### src/core/scc_params.svh
// offsets, field positions, reset values and timing counts of the configuration register
`ifndef SCC_PARAMS_SVH
`define SCC_PARAMS_SVH

`define SCC_SYSCFG_OFFSET      32'h0000_0000
`define SCC_ADDR_WIDTH         32
`define SCC_DATA_WIDTH         32

`define SCC_TRIM_MSB           19
`define SCC_TRIM_LSB           12
`define SCC_REG_ON_BIT         11
`define SCC_TX_EN_BIT          10
`define SCC_LISTEN_BIT         9
`define SCC_SOFT_RESET_BIT     8
`define SCC_RFU7_BIT           7
`define SCC_CRYPTO_BIT         6
`define SCC_PRBS_SEL_BIT       5
`define SCC_RFU4_BIT           4
`define SCC_START_BIT          3
`define SCC_CMD_MSB            2
`define SCC_CMD_LSB            0

`define SCC_CMD_RESET          3'h1
`define SCC_CMD_STOP           3'h0
`define SCC_CMD_TRANSCEIVE     3'h3
`define SCC_CMD_KEEP           3'h4
`define SCC_CMD_LOOPBACK       3'h5
`define SCC_CMD_PRBS           3'h6

`define SCC_CLK_MHZ            40
`define SCC_FIELD_ON_DELAY_NS  1000
`define SCC_FIELD_ON_CYC       ((`SCC_FIELD_ON_DELAY_NS * `SCC_CLK_MHZ + 999) / 1000)
`define SCC_DELAY_CNT_W        8

`endif

### src/core/scc_pkg.sv
// types of the configuration register block
package scc_pkg;

	typedef struct packed {
		logic [7:0] trim;
		logic       reg_on;
		logic       tx_en;
		logic       listen;
		logic       rfu7;
		logic       crypto;
		logic       prbs_sel;
		logic       rfu4;
		logic       start;
		logic [2:0] cmd;
	} scc_cfg_type;

	typedef struct packed {
		logic reader_mode;
		logic active_mode;
		logic first_field_on_setting;
		logic automatic_field_on_setting;
		logic collision_avoid_field_on;
	} scc_field_ctl_type;

	typedef enum logic [1:0] {
		SCC_HTRANS_IDLE   = 2'h0,
		SCC_HTRANS_BUSY   = 2'h1,
		SCC_HTRANS_NONSEQ = 2'h2,
		SCC_HTRANS_SEQ    = 2'h3
	} scc_htrans_type;

endpackage : scc_pkg

### src/core/scc_top.sv
// system configuration and command register with transceive control, AHB-Lite slave
//
// Register access over AHB-Lite was left to the implementer.
`include "scc_params.svh"

// Summary of operation
// - signed trim added to offset and gain
// - bit 11 switches regulator output on
// - bit 10 plus reader/active mode drives transmitter
// - driver turns on after field-on delay, or at once with first field-on setting
// - field active fault clears bit 10
// - bit 9 gives listen entry state
// - writing 1 to bit 8 resets device
// - bit 6 enables stream crypto unit
// - bit 5 picks 15 or 9 bit sequence
// - writing bit 3 triggers a transmission
// - bits 2:0 command field, reset 001
// - code 000 stops, goes idle
// - code 011 transmits or receives by role
// - transceive persists until code 000, 101 or 110 or a soft reset
// - code 100 keeps stored command
// - code 101 transmits and receives together
// - code 110 sends sequence endlessly
module scc_top #(
	parameter int GAIN_W = 10
) (
	input  wire logic                              hclk,
	input  wire logic                              hresetn,
	input  wire logic                              hsel,
	input  wire logic [`SCC_ADDR_WIDTH-1:0]        haddr,
	input  wire logic [1:0]                        htrans,
	input  wire logic                              hwrite,
	input  wire logic [2:0]                        hsize,
	input  wire logic                              hready,
	input  wire logic [`SCC_DATA_WIDTH-1:0]        hwdata,
	output logic      [`SCC_DATA_WIDTH-1:0]        hrdata,
	output logic                                   hreadyout,
	output logic                                   hresp,
	input  wire logic                              initiator_mode,
	input  wire scc_pkg::scc_field_ctl_type        field_ctl,
	input  wire logic                              ext_field_present,
	input  wire logic                              field_active_fault,
	input  wire logic signed [7:0]                 power_ctrl_stored_offset,
	input  wire logic signed [GAIN_W-1:0]          actual_gain,
	output logic signed [GAIN_W+1:0]               resulting_gain,
	output logic                                   regulator_output_on,
	output logic                                   transmitter_driver_on,
	output logic                                   listen_entry_state,
	output logic                                   soft_reset_pulse,
	output logic                                   crypto_enable,
	output logic                                   pseudo_random_length_sel,
	output logic                                   tx_start_pulse,
	output logic                                   tx_active,
	output logic                                   rx_enable,
	output logic                                   prbs_run
);

	typedef enum logic [2:0] {
		ST_IDLE,
		ST_XCV_TX,
		ST_XCV_RX,
		ST_LOOP,
		ST_PRBS
	} scc_state_type;

	localparam scc_pkg::scc_cfg_type CFG_RESET = '{cmd: `SCC_CMD_RESET, default: '0};
	localparam logic [`SCC_DELAY_CNT_W-1:0] FIELD_ON_CYC = `SCC_DELAY_CNT_W'(`SCC_FIELD_ON_CYC);

	function automatic logic addr_hit(input logic [`SCC_ADDR_WIDTH-1:0] a);
		addr_hit = (a == `SCC_SYSCFG_OFFSET);
	endfunction : addr_hit

	function automatic logic [`SCC_DATA_WIDTH-1:0] pack_cfg(input scc_pkg::scc_cfg_type c);
		pack_cfg = {12'h000, c.trim, c.reg_on, c.tx_en, c.listen, 1'b0, c.rfu7, c.crypto,
			c.prbs_sel, c.rfu4, c.start, c.cmd};
	endfunction : pack_cfg

	scc_pkg::scc_cfg_type cfg_ff;
	scc_pkg::scc_cfg_type nxt_cfg;
	scc_state_type        state_ff;
	scc_state_type        nxt_state;
	logic                 wr_pend_ff;
	logic                 wr_hit_ff;
	logic                 addr_phase;
	logic                 wr_now;
	logic                 soft_rst_now;
	logic                 start_now;
	logic                 ext_meta_ff;
	logic                 ext_sync_ff;
	logic [`SCC_DELAY_CNT_W-1:0] delay_cnt_ff;
	logic                 field_want;
	logic                 field_blocked;

	assign addr_phase   = hsel && hready && htrans[1];
	assign wr_now       = wr_pend_ff && wr_hit_ff;
	assign soft_rst_now = wr_now && hwdata[`SCC_SOFT_RESET_BIT];
	assign start_now    = wr_now && !soft_rst_now && hwdata[`SCC_START_BIT];

	always_comb
	begin
		nxt_cfg = cfg_ff;
		if (soft_rst_now)
		begin
			nxt_cfg = CFG_RESET;
		end
		else if (wr_now)
		begin
			nxt_cfg.trim     = hwdata[`SCC_TRIM_MSB:`SCC_TRIM_LSB];
			nxt_cfg.reg_on   = hwdata[`SCC_REG_ON_BIT];
			nxt_cfg.tx_en    = hwdata[`SCC_TX_EN_BIT];
			nxt_cfg.listen   = hwdata[`SCC_LISTEN_BIT];
			nxt_cfg.rfu7     = hwdata[`SCC_RFU7_BIT];
			nxt_cfg.crypto   = hwdata[`SCC_CRYPTO_BIT];
			nxt_cfg.prbs_sel = hwdata[`SCC_PRBS_SEL_BIT];
			nxt_cfg.rfu4     = hwdata[`SCC_RFU4_BIT];
			nxt_cfg.start    = hwdata[`SCC_START_BIT];
			if (hwdata[`SCC_CMD_MSB:`SCC_CMD_LSB] != `SCC_CMD_KEEP)
			begin
				nxt_cfg.cmd = hwdata[`SCC_CMD_MSB:`SCC_CMD_LSB];
			end
		end
		// applied last: a fault beats a same-cycle write
		// hardware clears enable
		if (field_active_fault)
		begin
			nxt_cfg.tx_en = 1'b0;
		end
	end

	always_ff @(posedge hclk or negedge hresetn)
	begin
		if (!hresetn)
			cfg_ff <= CFG_RESET;
		else
			cfg_ff <= nxt_cfg;
	end

	// bus slave: zero wait, always OKAY
	always_ff @(posedge hclk or negedge hresetn)
	begin
		if (!hresetn)
		begin
			wr_pend_ff <= 1'b0;
			wr_hit_ff  <= 1'b0;
			hrdata     <= '0;
			hreadyout  <= 1'b0;
			hresp      <= 1'b0;
		end
		else
		begin
			hreadyout <= 1'b1;
			hresp     <= 1'b0;
			if (hready)
			begin
				wr_pend_ff <= addr_phase && hwrite;
				wr_hit_ff  <= addr_phase && addr_hit(haddr);
			end
			// next value, so a read right after a write sees it
			if (addr_phase && !hwrite)
				hrdata <= addr_hit(haddr) ? pack_cfg(nxt_cfg) : '0;
		end
	end

	// one-cycle strobes to the rest of the device
	always_ff @(posedge hclk or negedge hresetn)
	begin
		if (!hresetn)
		begin
			soft_reset_pulse <= 1'b0;
			tx_start_pulse   <= 1'b0;
		end
		else
		begin
			soft_reset_pulse <= soft_rst_now;
			tx_start_pulse   <= start_now;
		end
	end

	always_comb
	begin
		nxt_state = state_ff;
		unique case (cfg_ff.cmd)
			`SCC_CMD_STOP:
				nxt_state = ST_IDLE;
			`SCC_CMD_TRANSCEIVE:
			begin
				if (state_ff != ST_XCV_TX && state_ff != ST_XCV_RX)
					nxt_state = initiator_mode ? ST_XCV_TX : ST_XCV_RX;
				else if (state_ff == ST_XCV_RX && start_now)
					nxt_state = ST_XCV_TX;
			end
			`SCC_CMD_LOOPBACK:
				nxt_state = ST_LOOP;
			`SCC_CMD_PRBS:
				nxt_state = ST_PRBS;
			default:
				nxt_state = state_ff;
		endcase
		if (soft_rst_now)
			nxt_state = ST_IDLE;
	end

	always_ff @(posedge hclk or negedge hresetn)
	begin
		if (!hresetn)
		begin
			state_ff  <= ST_IDLE;
			tx_active <= 1'b0;
			rx_enable <= 1'b0;
			prbs_run  <= 1'b0;
		end
		else
		begin
			state_ff  <= nxt_state;
			// decoded from next state to save a cycle
			tx_active <= (nxt_state == ST_XCV_TX) || (nxt_state == ST_LOOP) || (nxt_state == ST_PRBS);
			rx_enable <= (nxt_state == ST_XCV_RX) || (nxt_state == ST_LOOP);
			prbs_run  <= (nxt_state == ST_PRBS);
		end
	end

	always_ff @(posedge hclk or negedge hresetn)
	begin
		if (!hresetn)
		begin
			ext_meta_ff <= 1'b0;
			ext_sync_ff <= 1'b0;
		end
		else
		begin
			// field-detect pin crosses in through two flops
			ext_meta_ff <= ext_field_present;
			ext_sync_ff <= ext_meta_ff;
		end
	end

	assign field_want    = cfg_ff.tx_en && (field_ctl.reader_mode || field_ctl.active_mode);
	// an outside field only holds off turn-on
	assign field_blocked = (field_ctl.collision_avoid_field_on || field_ctl.automatic_field_on_setting)
		&& ext_sync_ff;

	always_ff @(posedge hclk or negedge hresetn)
	begin
		if (!hresetn)
		begin
			delay_cnt_ff          <= '0;
			transmitter_driver_on <= 1'b0;
		end
		else if (!field_want || (field_blocked && !transmitter_driver_on))
		begin
			delay_cnt_ff          <= '0;
			transmitter_driver_on <= 1'b0;
		end
		else if (field_ctl.first_field_on_setting || delay_cnt_ff >= FIELD_ON_CYC - 1'b1)
		begin
			transmitter_driver_on <= 1'b1;
		end
		else
		begin
			// counts only while wanted and not held off
			delay_cnt_ff <= delay_cnt_ff + 1'b1;
		end
	end

	always_ff @(posedge hclk or negedge hresetn)
	begin
		if (!hresetn)
		begin
			resulting_gain           <= '0;
			regulator_output_on      <= 1'b0;
			listen_entry_state       <= 1'b0;
			crypto_enable            <= 1'b0;
			pseudo_random_length_sel <= 1'b0;
		end
		else
		begin
			resulting_gain           <= (GAIN_W+2)'(actual_gain) + (GAIN_W+2)'(power_ctrl_stored_offset)
				+ (GAIN_W+2)'($signed(cfg_ff.trim));
			regulator_output_on      <= cfg_ff.reg_on;
			listen_entry_state       <= cfg_ff.listen;
			crypto_enable            <= cfg_ff.crypto;
			pseudo_random_length_sel <= cfg_ff.prbs_sel;
		end
	end

endmodule : scc_top

### config.mk
export PLATFORM = sky130hd
export DESIGN_NAME = scc_top
export DESIGN_NICKNAME = d
export VERILOG_FILES = /design/src/core/scc_pkg.sv /design/src/core/scc_top.sv
export VERILOG_INCLUDE_DIRS = /design/src /design/src/core
export SDC_FILE = /design/constraint.sdc
export NUM_CORES = 1
export LEC_CHECK = 0
export BUFFER_PORTS_ARGS = -buffer_cell sky130_fd_sc_hd__buf_2
export CAP_MARGIN = 10
export CORE_ASPECT_RATIO = 0.9
export CORE_MARGIN = 2
export CORE_UTILIZATION = 50
export CTS_BUF_LIST = sky130_fd_sc_hd__clkbuf_16
export CTS_CLUSTER_SIZE = 20
export DETAILED_ROUTE_END_ITERATION = 10
export PLACE_DENSITY = 0.86
export SLEW_MARGIN = 20
export SYNTH_ARGS = -nofsm -noshare
export SYNTH_HDL_FRONTEND = slang
export SYNTH_SLANG_ARGS = --single-unit
### constraint.sdc
create_clock -name hclk -period 3.59 [get_ports hclk]
set_input_delay 0.1795 -clock hclk [delete_from_list [all_inputs] [get_ports hclk]]
set_output_delay 0.1795 -clock hclk [all_outputs]
set_load 0.05 [all_outputs]
Yosys cells after proc, flatten, opt, wreduce, memory -nomap -nowiden
Index checks and enable logic that the tools add are counted.

Bits in registers: 89. Bits in latches: 0. RAM bits: 0. Bits in read-only memories: 0. Output and inout bits: 56. Memories: 0.

$add $sub $neg: 3. $mul: 0. Divide/modulo/power cells: 0. Order comparisons: 1. Eq/ne operators: 12. Shifts and indexed selects: 0. Mux-type cells: 14. Bitwise gates (word level): 0. Reductions and logical operators: 28.

Operators with widths (count): $mux 19 (2); $logic_not 32->1 (1); $mux 20 (1); $mux 8 (2); $logic_and 1x1->1 (14); $add 11x8->12 (1); $eq 3x2->1 const B (4); $mux 3 (4); $pmux 3 s4 (1); $add 10x8->11 (1); $eq 3x3->1 const B (3); $add 8x1->8 const B (1); $ge 8x6->1 const B (1); $logic_or 1x1->1 (7); $logic_not 1->1 (4); $eq 3x1->1 const B (1); $logic_not 3->1 (1); $mux 1 (3); $ne 3x1->1 const B (1); $ne 3x2->1 const B (1); $ne 3x3->1 const B (1); $mux 2 (1); $ne 2x2->1 const B (1); $reduce_bool 2->1 (1).

Logic depth before layout (Yosys ltp)
Depth in word-level cells: 13. Gate-level depth with buffers: 11.

Worst setup path after synthesis
No wires, ideal clock.

Path kind: flip-flop to flip-flop. From: register cfg_ff[12] in the netlist's numbering. To: register resulting_gain[11]. Setup time: 124 ps. Arrival: 2156 ps. Slack: 1311 ps. Stages on the path, launching flop included: 10. Clock period less this slack: 2279 ps. Path through: dfrtp_1 fa_1 ha_1 inv_1 fa_1 nor2b_1 o21ai_0 a21oi_1 o41ai_1 o31a_1.

Longest elaborated chain between the ends: 1.

Ends and longest elaborated chain: start: declaration (line scc_top.sv:78) `scc_pkg::scc_cfg_type cfg_ff;`; start signal: assignment (line scc_top.sv:135) `cfg_ff <= nxt_cfg;`; $add 11x8->12 (line scc_top.sv:278) `+ (GAIN_W+2)'($signed(cfg_ff.trim));`; end signal: assignment (line scc_top.sv:277) `resulting_gain <= (GAIN_W+2)'(actual_gain) + (GAIN_W+2)'(power_ctrl_stored_offset)`; end: declaration (line scc_top.sv:45) `output logic signed [GAIN_W+1:0] resulting_gain,`.

Every way passes these cells. A chain may end at the register's enable or synchronous reset.

Worst setup path after layout
From: register cfg_ff[12] in the netlist's numbering. To: register resulting_gain[9].

Same word-level chain as after synthesis.

==> results.toml <==
[worst_setup_path]
reg2reg_from = "cfg_ff[12]$_DFF_PN0_"
r2r_cells = 9
crit_required_ps = 3780
startpoint_type = "register"
r2r-end = "resulting_gain[9]$_DFF_PN0_"
critPathMaxFanout = 3
cp-end-kind = "register"
startpoint = "cfg_ff[12]$_DFF_PN0_"
critPathKind = "register to register"
r2r_setup_slack_ps = 950
arrival_ps = 2830

[logic_synthesis]
ys_types = 47
synth_area_um2 = 3714
synth-seq-cells = 76
synth_most_common_cell = "dfrtp_1"
syn-mean-instance-area_um2 = 11.05
post-synth-top-area-cell = "dfrtp_1"
yosys-top-cells-count = "75 x dfrtp_1, 23 x o21ai_0, 22 x nand2_1"
yosys_most_used_dff = "dfrtp_1"
synth_edf_count = 0
yosysWarnings = 0
async_reset_ff_frac = 1.000
yosys-top-cells-area = "dfrtp_1 51%, fa_1 5.9%, a32o_1 5.1%"
synth_top_cell_area_share = 0.5054
synth_cells = 336
ys_seq_area_frac = 0.5125

[timing]
report.final.setup_viol = 0
grt_setup_unrepaired = "no"
setup_ws_ps = 952.6
max_freq_mhz = 379.2
tns_ps = 0
relSlewSlack = 0.3888
fin_crit_sh = 0.7347
hold_viol = 7
fin_crit_ps = 2637
whs_ps = -9.934
worst_pin_slew_ps = 916.7
clock_skew_ps = 6.609
drv_slew = 0

[clock_network]
clockBufferDepth = 2
cts.reportedPaths.clkPinSlew_ps = 60
insertion_delay_ps = 330
cts.repair.resized = 0
cts_max_level = 3
cts_made_buffers = 9
clk_root_buffer_cell = "clkbuf_16"
cts_tree = "built"
cts_sinks = 76

[power_and_ir_drop]
switching_share = 0.3301
fin_total_pwr_mw = 2.338
ir_drop_v = 0.0002306
power.share.clock = 0.344
p_sw_mw = 0.7719
seqPwrFrac = 0.407
leakage_nw = 2.333
internal-power_mw = 1.566
pwr-share-comb = 0.249
power_density_nw_per_um2 = 503.7

[global_route]
met2_usage = 0.3740
globalRouteMet1Util = 0.2597
grt_pass1_wl_mm = 13.40
grt-ovfl-total = 0
grt_max_degree = 77
grt_pass1_vias = 2943
busiest_layer = "met2"
antenna_found_initial = 0
grt_usage = 0.2156
met3_usage = 0.04921

[routing]
drcViolationCount = 0
dr.first_iter.drc_count = 128
routed_via_density = 5.259
wirelength_mm = 8.217
dr.pass1.iters = 6
ant_nets = 0
wl_per_cell_um = 14.75
num_vias = 2929

[place]
placedCellCount = 540
hpwl_mm = 6.093
portBuffers = 125
place_congestion = 0.8683
placed_area_um2 = 4360
dp_worst_setup_slack_ps = 1053

[cells_and_area]
drive_gt1_frac = 0.3211
design_area_um2 = 4642
utilization = 0.6527
nNetsFinal = 581
syn_to_final_growth_pct = 25.00
fillCellCount = 592
antenna_cells = 0
final_cells = 557

[die]
start_util = 0.5222
die_h_um = 85.76
die_w_um = 94.84
std_cell_rows = 29
dieArea_um2 = 8133
io_pins = 156
core_area_um2 = 7112

[min_path]
hp-class = "primary input to async pin"

[job]
maxCapViolCount = 0

[outcome]
violations = "hold timing"
outcome = "complete, but fails checks"
## per-layer routing
metal | up-vias | share of wire
met5 | - | 0
met2 | 127 | 0.51
met4 | 0 | 0.018
met3 | 11 | 0.072
met1 | 1392 | 0.41
li1 | 1399 | -
## layout by cell type (no fill, tap or decap), types with 2 or more instances in the layout
cell	synthesis	routed
xnor2_1	12	12
nor4_1	9	8
mux2_2	2	2
and3_1	3	3
nor2b_1	5	5
clkinv_4	0	2
inv_1	21	21
a21oi_1	10	10
nor3b_1	2	2
conb_1	2	15
buf_4	14	2
nor3_1	6	6
ha_1	11	11
clkinv_2	0	3
fa_1	11	11
buf_2	2	124
o21ai_0	23	23
a211oi_1	4	4
xor2_1	3	3
clkbuf_16	0	9
a21o_1	3	3
dfrtp_1	75	75
nand4_1	3	3
nor2_1	20	20
nand2b_1	18	18
a32o_1	19	19
nand2_1	22	21
o21bai_1	2	2
o22a_1	2	2
o41ai_1	2	2
## worst max path at each step
stage                     cells after the start  slack (ps)                           end
after floorplan                               9        1310  resulting_gain[11]$_DFF_PN0_
after global placement                        9        1110  resulting_gain[11]$_DFF_PN0_
after detailed placement                      9        1050  resulting_gain[11]$_DFF_PN0_
after CTS                                     9        1040  resulting_gain[11]$_DFF_PN0_
after global routing                          9         900   resulting_gain[9]$_DFF_PN0_
final                                         9         950   resulting_gain[9]$_DFF_PN0_
## cell families (layout without fill, tap and decap cells)
logic type	after synthesis	in the layout	synth area share
AO/OA/AOI/OAI	74	74	0.1466
XOR/XNOR	15	15	0.03538
adder cells (fa/ha/maj)	23	23	0.09906
buffers and inverters	49	164	0.06435
flip-flops	76	76	0.5125
multiplexers	3	3	0.008760
other	2	15	0.002022
AND/OR/NAND/NOR	94	94	0.1314
## flip-flops by register name (all words and copies together) (netlist names), 3 cells and up
register	flops
resulting_gain	12
state_ff	3
hrdata	19
cfg_ff	19
delay_cnt_ff	8
## final cells by class
cell class                      instances  area, um2  share of cell area
Clock buffer                            9      225.2             0.04852
Clock inverter                          7      43.79            0.009434
Inverter                               21      78.83             0.01698
Multi-Input combinational cell        224       1629              0.3509
Sequential cell                        76       1903              0.4100
Tap cell                               93      116.4             0.02507
Timing Repair Buffer                  127      645.6              0.1391
## what timing repair did
item / 4_1_cts / 5_1_grt
hold buffers: 1 / 0
setup buffers: 0 / 0
hold endpoints to repair: 1 / 0
## critical path: stages, from the launching register on
cell and delay [ps]:
dfrtp_1 390, fa_1 440, ha_1 250, inv_1 70
fa_1 210, nor2b_1 60, o21ai_0 270, a21oi_1 160
o41ai_1 540, xnor2_1 130
## power by group through the flow
stage          clock network (mW)  logic [mW]  registers [mW]
6_report                    0.805       0.581           0.952
2_1_floorplan                   0       0.243            1.15
4_1_cts                     0.827       0.585           0.952
3_3_place_gp                    0       0.566           0.963
3_5_place_dp                    0       0.582           0.967
5_1_grt                     0.860       0.627           0.960
(Power assumes the default switching activity.)
